## config.mk

```make
export PLATFORM = sky130hd
export DESIGN_NAME = pso_port
export DESIGN_NICKNAME = d
export VERILOG_FILES = /design/src/verilog/pso_pkg.sv /design/src/verilog/pso_tw_if.sv /design/src/verilog/pso_port.sv /design/src/verilog/pso_tw_target.sv
export SDC_FILE = /design/constraint.sdc
export NUM_CORES = 1
export LEC_CHECK = 0
export ABC_AREA = 1
export BUFFER_PORTS_ARGS = -buffer_cell sky130_fd_sc_hd__buf_4
export CORE_ASPECT_RATIO = 1.75
export CORE_MARGIN = 4
export CORE_UTILIZATION = 50
export DETAILED_ROUTE_END_ITERATION = 16
export GPL_TIMING_DRIVEN = 0
export HOLD_SLACK_MARGIN = 0.15
export PLACE_DENSITY_LB_ADDON = 0.2
export SLEW_MARGIN = 0
export SYNTH_ARGS = -nofsm -noshare
export SYNTH_HDL_FRONTEND = slang
export SYNTH_SLANG_ARGS = --single-unit
```

## constraint.sdc

```tcl
create_clock -name core_clk -period 3.8 [get_ports core_clk]
set_clock_uncertainty 0.1 [all_clocks]
set_input_delay 0.19 -clock core_clk [delete_from_list [all_inputs] [get_ports core_clk]]
set_output_delay 0.19 -clock core_clk [all_outputs]
set_load 0.005 [all_outputs]
```

## src/verilog/pso_pkg.sv

```systemverilog
package pso_pkg;
    localparam int          CLK_PERIOD_NS = 5;
    // Least time, so the cycle count rounds up
    localparam int          STARTUP_MS    = 10;
    localparam int          STARTUP_CYC   =
        (STARTUP_MS * 1000000 + CLK_PERIOD_NS - 1) / CLK_PERIOD_NS;
    // Update periods per rate code, in ns
    localparam int          UPD_RATE0_NS  = 500000;
    localparam int          UPD_RATE1_NS  = 1500000;
    localparam int          UPD_RATE2_NS  = 5000000;
    localparam int          UPD_RATE3_NS  = 10000000;
    localparam int          UPD_RATE0_CYC = UPD_RATE0_NS / CLK_PERIOD_NS;
    localparam int          UPD_RATE1_CYC = UPD_RATE1_NS / CLK_PERIOD_NS;
    localparam int          UPD_RATE2_CYC = UPD_RATE2_NS / CLK_PERIOD_NS;
    localparam int          UPD_RATE3_CYC = UPD_RATE3_NS / CLK_PERIOD_NS;

    localparam logic [6:0]  TGT_ADDR      = 7'h28;
    localparam int          PKT_W         = 32;
    localparam int          DATA_W        = 30;
    localparam int          STAT_HI       = 31;
    localparam int          STAT_LO       = 30;

    localparam logic [1:0]  ST_GOOD       = 2'h0;
    localparam logic [1:0]  ST_CMD        = 2'h1;
    localparam logic [1:0]  ST_STALE      = 2'h2;
    localparam logic [1:0]  ST_DIAG       = 2'h3;

    typedef enum logic [6:0] {
        TW_IDLE = 7'h01,
        TW_ADDR = 7'h02,
        TW_AACK = 7'h04,
        TW_WR   = 7'h08,
        TW_WACK = 7'h10,
        TW_RD   = 7'h20,
        TW_RACK = 7'h40
    } pso_tw_state_t;

    // Byte ix of the packet, ix 0 being the most significant
    function automatic logic [7:0] pkt_byte(input logic [31:0] p,
                                            input logic [1:0]  ix);
        logic [4:0] sh;
        sh = {~ix, 3'h0};
        return 8'(p >> sh);
    endfunction
endpackage

```

## src/verilog/pso_tw_if.sv

```systemverilog
`timescale 1ns/100ps
interface pso_tw_if;
    import pso_pkg::*;
    logic [31:0] pkt;
    logic        rd_start;
    logic        rd_done;
    logic        mr_cmd;

    modport tgt  (input pkt, output rd_start, output rd_done, output mr_cmd);
    modport core (output pkt, input rd_start, input rd_done, input mr_cmd);
endinterface

```

## src/verilog/pso_port.sv

```systemverilog
`timescale 1ns/100ps
// Summary of operation
// - Top two packet bits: 00 good, 01, 11
// - Already read since last cycle gives 10
// - Read before first measurement returns stale
// - Continuous mode with either output type; sleep mode only with two-wire output
// - Commands: start measurement, read data
// - Two-wire target address is 0x28
// - Configuration fixed at factory, not writable
// - In two-wire mode pin signals ready
// - Serial link is read-only, no commands
module pso_port #(
    parameter int STARTUP_CYC = pso_pkg::STARTUP_CYC,
    parameter int UPD0_CYC    = pso_pkg::UPD_RATE0_CYC,
    parameter int UPD1_CYC    = pso_pkg::UPD_RATE1_CYC,
    parameter int UPD2_CYC    = pso_pkg::UPD_RATE2_CYC,
    parameter int UPD3_CYC    = pso_pkg::UPD_RATE3_CYC
) (
    input  wire logic        core_clk,
    input  wire logic        resetn,
    input  wire logic        cfg_use_tw,
    input  wire logic        cfg_sleep,
    input  wire logic [1:0]  cfg_rate,
    input  wire logic        cmd_mode_in,
    input  wire logic        diag_in,
    output logic             meas_start,
    input  wire logic        meas_done,
    input  wire logic [29:0] meas_value,
    input  wire logic        scl_in,
    input  wire logic        sda_in,
    output logic             sda_out,
    output logic             sda_oe,
    output logic             miso_out,
    output logic             miso_oe,
    input  wire logic        int_ss_in,
    output logic             int_ss_out,
    output logic             int_ss_oe,
    output logic [1:0]       status
);
    import pso_pkg::*;

    pso_tw_if tw ();

    logic        cfg_taken;
    logic        use_tw;
    logic        sleep_mode;
    logic [1:0]  rate;
    logic [31:0] boot_cnt;
    logic        booted;
    logic [31:0] per_cnt;
    logic        meas_pend;
    logic        busy;
    logic        first_done;
    logic        fresh;
    logic [29:0] data_reg;
    logic [31:0] pkt_snap;
    logic [2:0]  ss_s;
    logic [2:0]  sclk_s;
    logic        ss_f;
    logic        sclk_f;
    logic        ss_p;
    logic        sclk_p;
    logic [4:0]  bit_ix;
    logic        spi_byte;
    logic        spi_done;

    wire [31:0] period   = (rate == 2'h0) ? 32'(UPD0_CYC) :
                           (rate == 2'h1) ? 32'(UPD1_CYC) :
                           (rate == 2'h2) ? 32'(UPD2_CYC) : 32'(UPD3_CYC);
    wire        per_hit  = booted && !sleep_mode && per_cnt == period - 32'h1;
    wire        go       = booted && meas_pend && !busy;
    wire        spi_act  = cfg_taken && !use_tw && !ss_f;
    wire        spi_beg  = cfg_taken && !use_tw && ss_p && !ss_f;
    wire        spi_end  = cfg_taken && !use_tw && !ss_p && ss_f;
    wire        sclk_fal = spi_act && sclk_p && !sclk_f;
    wire        rd_done  = tw.rd_done || spi_done;
    // Command mode only reachable over the two-wire bus
    wire        cmd_md   = cmd_mode_in && use_tw;
    wire [1:0]  next_st  = diag_in ? ST_DIAG :
                           cmd_md  ? ST_CMD  :
                           fresh   ? ST_GOOD : ST_STALE;

    assign tw.pkt     = pkt_snap;
    assign miso_oe    = spi_act;
    // Shared pin is a ready output only in two-wire mode
    assign int_ss_oe  = cfg_taken && use_tw;
    assign int_ss_out = fresh;

    pso_tw_target u_tw (
        .core_clk (core_clk),
        .resetn   (resetn),
        .en       (cfg_taken && use_tw),
        .scl_in   (scl_in),
        .sda_in   (sda_in),
        .sda_out  (sda_out),
        .sda_oe   (sda_oe),
        .tw       (tw.tgt)
    );

    // Straps are caught once after reset and then locked
    always_ff @(posedge core_clk) begin
        if (!resetn) begin
            cfg_taken  <= 1'b0;
            use_tw     <= 1'b0;
            sleep_mode <= 1'b0;
            rate       <= 2'h0;
        end else if (!cfg_taken) begin
            cfg_taken  <= 1'b1;
            use_tw     <= cfg_use_tw;
            sleep_mode <= cfg_sleep;
            rate       <= cfg_rate;
        end
    end

    // No conversion starts inside the start-up interval
    always_ff @(posedge core_clk) begin
        if (!resetn) begin
            boot_cnt <= 32'h0;
            booted   <= 1'b0;
        end else if (!booted) begin
            boot_cnt <= boot_cnt + 32'h1;
            booted   <= boot_cnt == 32'(STARTUP_CYC) - 32'h1;
        end
    end

    always_ff @(posedge core_clk) begin
        if (!resetn) begin
            per_cnt <= 32'h0;
        end else if (!booted || sleep_mode || per_hit) begin
            per_cnt <= 32'h0;
        end else begin
            per_cnt <= per_cnt + 32'h1;
        end
    end

    // Update mode triggers at boot and every period; sleep mode on request
    always_ff @(posedge core_clk) begin
        if (!resetn) begin
            meas_pend  <= 1'b0;
            busy       <= 1'b0;
            meas_start <= 1'b0;
        end else begin
            meas_start <= go;
            if ((booted && !sleep_mode && (per_hit || !first_done && !busy))
                || (tw.mr_cmd && sleep_mode && booted))
                meas_pend <= 1'b1;
            else if (go)
                meas_pend <= 1'b0;
            if (go)
                busy <= 1'b1;
            else if (meas_done)
                busy <= 1'b0;
        end
    end

    // A new result beats a read that ends in the same cycle
    always_ff @(posedge core_clk) begin
        if (!resetn) begin
            first_done <= 1'b0;
            fresh      <= 1'b0;
            data_reg   <= 30'h0;
        end else begin
            if (meas_done && busy) begin
                first_done <= 1'b1;
                fresh      <= 1'b1;
                data_reg   <= meas_value;
            end else if (rd_done) begin
                fresh <= 1'b0;
            end
        end
    end

    always_ff @(posedge core_clk) begin
        if (!resetn) begin
            status   <= ST_STALE;
            pkt_snap <= 32'h0;
        end else begin
            status <= next_st;
            if (tw.rd_start || spi_beg)
                pkt_snap <= {next_st, data_reg};
        end
    end

    always_ff @(posedge core_clk) begin
        if (!resetn) begin
            ss_s   <= 3'h7;
            sclk_s <= 3'h0;
            ss_f   <= 1'b1;
            sclk_f <= 1'b0;
            ss_p   <= 1'b1;
            sclk_p <= 1'b0;
        end else begin
            ss_s   <= {ss_s[1:0], int_ss_in};
            sclk_s <= {sclk_s[1:0], scl_in};
            ss_p   <= ss_f;
            sclk_p <= sclk_f;
            if (ss_s[2] == ss_s[1]) ss_f <= ss_s[2];
            if (sclk_s[2] == sclk_s[1]) sclk_f <= sclk_s[2];
        end
    end

    // Serial link shifts out on falling clock, host samples on rising
    always_ff @(posedge core_clk) begin
        if (!resetn) begin
            bit_ix   <= 5'h0;
            spi_byte <= 1'b0;
            spi_done <= 1'b0;
            miso_out <= 1'b0;
        end else begin
            spi_done <= spi_end && spi_byte;
            miso_out <= pkt_snap[~bit_ix];
            if (spi_beg) begin
                bit_ix   <= 5'h0;
                spi_byte <= 1'b0;
            end else if (sclk_fal) begin
                bit_ix <= bit_ix + 5'h1;
                if (bit_ix == 5'h7) spi_byte <= 1'b1;
            end
        end
    end
endmodule // pso_port

```

## src/verilog/pso_tw_target.sv

```systemverilog
`timescale 1ns/100ps
module pso_tw_target (
    input  wire logic core_clk,
    input  wire logic resetn,
    input  wire logic en,
    input  wire logic scl_in,
    input  wire logic sda_in,
    output logic      sda_out,
    output logic      sda_oe,
    pso_tw_if.tgt     tw
);
    import pso_pkg::*;

    logic [2:0]    scl_s;
    logic [2:0]    sda_s;
    logic          scl_f;
    logic          sda_f;
    logic          scl_p;
    logic          sda_p;
    pso_tw_state_t state;
    logic [7:0]    shreg;
    logic [2:0]    cnt;
    logic [1:0]    byte_ix;
    logic          is_wr;
    logic          sent;
    logic          got_ack;
    logic          drv;

    wire       scl_rise = scl_f & ~scl_p;
    wire       scl_fall = ~scl_f & scl_p;
    wire       start    = sda_p & ~sda_f & scl_f & scl_p;
    wire       stop     = ~sda_p & sda_f & scl_f & scl_p;
    wire [7:0] addr_rw  = {shreg[6:0], sda_f};
    wire [7:0] cur_byte = pkt_byte(tw.pkt, byte_ix);

    assign sda_out = 1'b0;
    assign sda_oe  = drv;

    // A change counts once the second and third stage agree
    always_ff @(posedge core_clk) begin
        if (!resetn) begin
            scl_s <= 3'h7;
            sda_s <= 3'h7;
            scl_f <= 1'b1;
            sda_f <= 1'b1;
            scl_p <= 1'b1;
            sda_p <= 1'b1;
        end else begin
            scl_s <= {scl_s[1:0], scl_in};
            sda_s <= {sda_s[1:0], sda_in};
            scl_p <= scl_f;
            sda_p <= sda_f;
            if (scl_s[2] == scl_s[1]) scl_f <= scl_s[2];
            if (sda_s[2] == sda_s[1]) sda_f <= sda_s[2];
        end
    end

    always_ff @(posedge core_clk) begin
        if (!resetn) begin
            state       <= TW_IDLE;
            shreg       <= 8'h00;
            cnt         <= 3'h0;
            byte_ix     <= 2'h0;
            is_wr       <= 1'b0;
            sent        <= 1'b0;
            got_ack     <= 1'b0;
            drv         <= 1'b0;
            tw.rd_start <= 1'b0;
            tw.rd_done  <= 1'b0;
            tw.mr_cmd   <= 1'b0;
        end else begin
            tw.rd_start <= 1'b0;
            tw.rd_done  <= 1'b0;
            tw.mr_cmd   <= 1'b0;
            if (!en) begin
                state <= TW_IDLE;
                drv   <= 1'b0;
            end else if (start || stop) begin
                // A write addressed to us ends as a measurement request
                tw.mr_cmd  <= stop & is_wr;
                tw.rd_done <= stop & sent;
                state      <= start ? TW_ADDR : TW_IDLE;
                cnt        <= 3'h0;
                drv        <= 1'b0;
                is_wr      <= 1'b0;
                sent       <= 1'b0;
                got_ack    <= 1'b0;
            end else begin
                case (state)
                    TW_ADDR: if (scl_rise) begin
                        shreg <= addr_rw;
                        cnt   <= cnt + 3'h1;
                        if (cnt == 3'h7) begin
                            if (addr_rw[7:1] == TGT_ADDR) begin
                                state       <= TW_AACK;
                                is_wr       <= ~addr_rw[0];
                                tw.rd_start <= addr_rw[0];
                                byte_ix     <= 2'h0;
                            end else begin
                                state <= TW_IDLE;
                            end
                        end
                    end
                    TW_AACK, TW_WACK: if (scl_fall) begin
                        drv <= ~drv;
                        cnt <= 3'h0;
                        if (drv && is_wr) begin
                            state <= TW_WR;
                        end else if (drv) begin
                            // Most significant byte first
                            state   <= TW_RD;
                            shreg   <= cur_byte;
                            drv     <= ~cur_byte[7];
                            byte_ix <= byte_ix + 2'h1;
                        end
                    end
                    TW_WR: if (scl_rise) begin
                        cnt <= cnt + 3'h1;
                        if (cnt == 3'h7) state <= TW_WACK;
                    end
                    TW_RD: if (scl_fall) begin
                        cnt   <= cnt + 3'h1;
                        shreg <= {shreg[6:0], 1'b0};
                        drv   <= ~shreg[6];
                        if (cnt == 3'h7) begin
                            state <= TW_RACK;
                            drv   <= 1'b0;
                            sent  <= 1'b1;
                        end
                    end
                    TW_RACK: begin
                        if (scl_rise) begin
                            if (sda_f) state <= TW_IDLE;
                            got_ack <= ~sda_f;
                        end else if (scl_fall && got_ack) begin
                            got_ack <= 1'b0;
                            state   <= TW_RD;
                            cnt     <= 3'h0;
                            shreg   <= cur_byte;
                            drv     <= ~cur_byte[7];
                            byte_ix <= byte_ix + 2'h1;
                        end
                    end
                    default: state <= TW_IDLE;
                endcase
            end
        end
    end
endmodule // pso_tw_target

```

==> impl_metrics.csv <==
group,metric,value,unit
worst_setup_path,r2r_slack,1.37,ns
placed_design,io_buffer_count,49,
flow_run,maxCapViolCount,0,
die,rows,66,
global_routing,grt_max_degree,19,
pwr,power_frac_clock,0.445,
worst_hold_path,holdPathStages,5,
cells_and_area,areaGrowthSynthToFinish,17.74,%
sta,tightest_slew,0.6551,ns
worst_setup_path,slowest_delay,0.45,ns
synthesis,synth_nets,1422,
pwr,ir_drop,0.5079,mV
worst_setup_path,worstReg2RegEnd,"per_cnt[8]$_SDFF_PP0_",
cts,cts_sinks,193,
pwr,p_int,3.072,mW
worst_setup_path,critPathBufInv,2,
worst_setup_path,cp_max_fo,10,
cells_and_area,fillerInstances,1808,
sta,finalHoldViolCount,0,
sta,fin_crit_sh,0.6390,
worst_setup_path,cpLargestDelayFamily,"simple AND/OR/NAND/NOR gates",
detailed_routing,first_pass_iters,7,
cts,cts_root_buf,"clkbuf_16",
worst_hold_path,min_to,"int_ss_out$_SDFFE_PN0P_",
detailed_routing,vias_per_cell,5.164,
global_routing,antenna_found_initial,0,
cells_and_area,post-route-cell-area,11080,um^2
synthesis,yosysWarnings,0,
cells_and_area,fin_nets,1532,
sta,fin_crit,2.428,ns
cts,clockBufferDepth,2,
worst_setup_path,crit_chain,"inv_1, ha_1, nand3_1, nor2_1, nor2_1, nor2_1, nand3_1, o211ai_2, buf_2, nor2_1",
synthesis,ys_ff_latch,193,
placed_design,hpwl,18660,um
cts,cts_hold_buf,42,
pwr,p_switching,943.1,uW
detailed_routing,wire_per_inst,14.22,um
worst_setup_path,reg2regPathDepth,10,
pwr,total_power,4.015,mW
detailed_routing,ant_nets,0,
die,die_x,111.7,um
run_status,outcome,"finished, final reports clean",
synthesis,synth_area_leaders,"dfxtp_1, nor2_1, nand2_1",
worst_setup_path,crit_start,"rate[0]$_SDFFE_PN0N_",
global_routing,grt_pass1_vias,8775,
worst_setup_path,critical_path_arrival,2.64,ns
sta,clock.fmax,411.9,MHz
pwr,p_leak,4.453,nW
pwr,power_density,362.5,nW/um^2
die,core,18580,um^2
placed_design,placed_cell_area,10070,um^2
synthesis,synthesis.area,9407,um^2
sta,setup-tns-final,0,ns
cts,path_clk_slew,0.08,ns
cts,cts_tree,"yes",
cts,postCtsSetupRepairBufs,0,
cells_and_area,layout-drive-gt1-share,0.1066,
die,die_h,189.4,um
cts,htree_levels,4,
worst_setup_path,worst_setup_path_start_kind,"flop",
detailed_routing,drt_iter0_markers,428,
cells_and_area,antennaDiodeCount,0,
sta,rsz0062_at_grt,"false",
worst_setup_path,end_kind,"flop",
sta,relSlewSlack,0.5633,
global_routing,grt_overflow,0,
global_routing,track_usage,0.2397,
synthesis,ys_seq_area_frac,0.4107,
worst_setup_path,crit_path_top_delay_cell,"dfxtp_1",
pwr,combPwrFrac,0.046,
detailed_routing,drt_wl_total,24580,um
cts,insertion_delay,0.43,ns
pwr,p_sw_frac,0.2349,
cells_and_area,final-seq-area,3864,um^2
die,pin_count,51,
synthesis,synth_cells,1368,
die,die-area,21160,um^2
synthesis,synth_area_per_cell,6.876,um^2
cells_and_area,multiInputGateArea,4735,um^2
sta,slew_violations,0,
cells_and_area,final_core_util,0.5961,
worst_setup_path,crit_type,"flop to flop",
worst_setup_path,timing.rr.start,"rate[0]$_SDFFE_PN0N_",
pwr,sequentialPowerShare,0.509,
synthesis,synthDistinctLibCells,44,
sta,setup_viol,0,
cts,cts_resized,0,
worst_setup_path,path_common_cell,"nor2_1",
placed_design,place.gp.congestion,0.9689,
global_routing,grt_pass1_wl,41370,um
synthesis,synth_top_area_frac,0.4107,
cells_and_area,top_regs,"boot_cnt: 32 flops, per_cnt: 32 flops, pkt_snap: 32 flops",
worst_hold_path,hold_class,"primary input to flop",
detailed_routing,drc,0,
worst_setup_path,required,4.02,ns
cts,numCtsBuffers,17,
die,start_util,0.5063,
detailed_routing,via_count,8929,
worst_hold_path,hold_start,"meas_done",
synthesis,synth_top_cell_by_area,"dfxtp_1",
[how the worst max path moves through the flow]
stage / cells past startpoint / slack, ns / end
after detailed placement: 10 / 1.46 / per_cnt[18]$_SDFF_PP0_
after global routing: 10 / 1.12 / per_cnt[8]$_SDFF_PP0_
after global placement: 10 / 1.50 / per_cnt[10]$_SDFF_PP0_
after CTS: 10 / 1.37 / per_cnt[30]$_SDFF_PP0_
final: 10 / 1.37 / per_cnt[8]$_SDFF_PP0_
after floorplan: 10 / 1.84 / per_cnt[10]$_SDFF_PP0_
[layer usage]
layer	global-route usage	vias up	share of wire
met4	0.1541	0	0.068
met5	0	-	0
met1	0.2490	4016	0.38
met3	0.03582	102	0.032
met2	0.4418	232	0.52
li1	-	4579	-
[cell usage in the layout (no fill, tap or decap), types with 17 or more instances in the layout]
cell type,instances
nand3_1,55
clkbuf_1,27
o21ai_0,132
nor2_1,279
buf_4,53
a21oi_1,76
dlygate4sd3_1,42
nor3_1,30
nand2_1,245
clkbuf_16,17
nand4_1,18
dfxtp_1,193
xor2_1,31
inv_1,148
[metrics by stage]
step,hold WS (ns),instances,setup WS [ns]
after floorplan,0.1177,1368,1.838
after detailed placement,0.2497,1655,1.456
after CTS,0.2387,1729,1.374
final,0.2509,1729,1.372
after global placement,0.2541,1655,1.499
after global routing,0.3258,1729,1.118
[worst min-delay path: cells and delay by family]
family / cells / cell delay [ns]
simple gates: 3 / 0.27
buf+inv: 2 / 0.30
[power groups by stage]
stage          Clock (mW)  Sequential, mW  Combinational [mW]
6_report             1.79            2.05               0.183
5_1_grt              1.91            2.05               0.205
4_1_cts              1.82            2.04               0.182
3_5_place_dp            0            2.09               0.148
3_3_place_gp            0            2.09               0.146
2_1_floorplan           0            2.09              0.0820
[synth_stat cells, drive strengths merged]
| cell | instances |
|---|---|
| a21oi | 76 |
| a221oi | 1 |
| a32oi | 1 |
| and2 | 1 |
| buf | 17 |
| clkbuf | 28 |
| clkinv | 1 |
| conb | 1 |
| dfxtp | 193 |
| ha | 12 |
| inv | 156 |
| nand2 | 255 |
| nand3 | 58 |
| nand3b | 4 |
| nand4 | 20 |
| nor2 | 300 |
| nor3 | 37 |
| nor3b | 5 |
| nor4 | 5 |
| o211ai | 3 |
| o21a | 2 |
| o21ai | 134 |
| o21bai | 1 |
| o22ai | 6 |
| o31ai | 2 |
| or2 | 10 |
| xnor2 | 8 |
| xor2 | 31 |
[logic make-up after synthesis]
kind of cell | after synthesis | synth area share
AO/OA/AOI/OAI | 226 | 0.1245
XOR/XNOR | 39 | 0.03631
adder cells (fa/ha/maj) | 12 | 0.01596
buffers and inverters | 202 | 0.08593
flip-flops | 193 | 0.4107
other | 1 | 0.0003987
AND/OR/NAND/NOR | 695 | 0.3262
[area by class of cell]
type	instances	area share
buffer	45	0.01977
clock buffer	18	0.03965
clock inverter	14	0.01299
inverter	157	0.05321
multi-input combinational	973	0.4275
sequential	193	0.3488
tap	238	0.02689
timing repair buffer	91	0.07117
(Power assumes the default switching activity.)
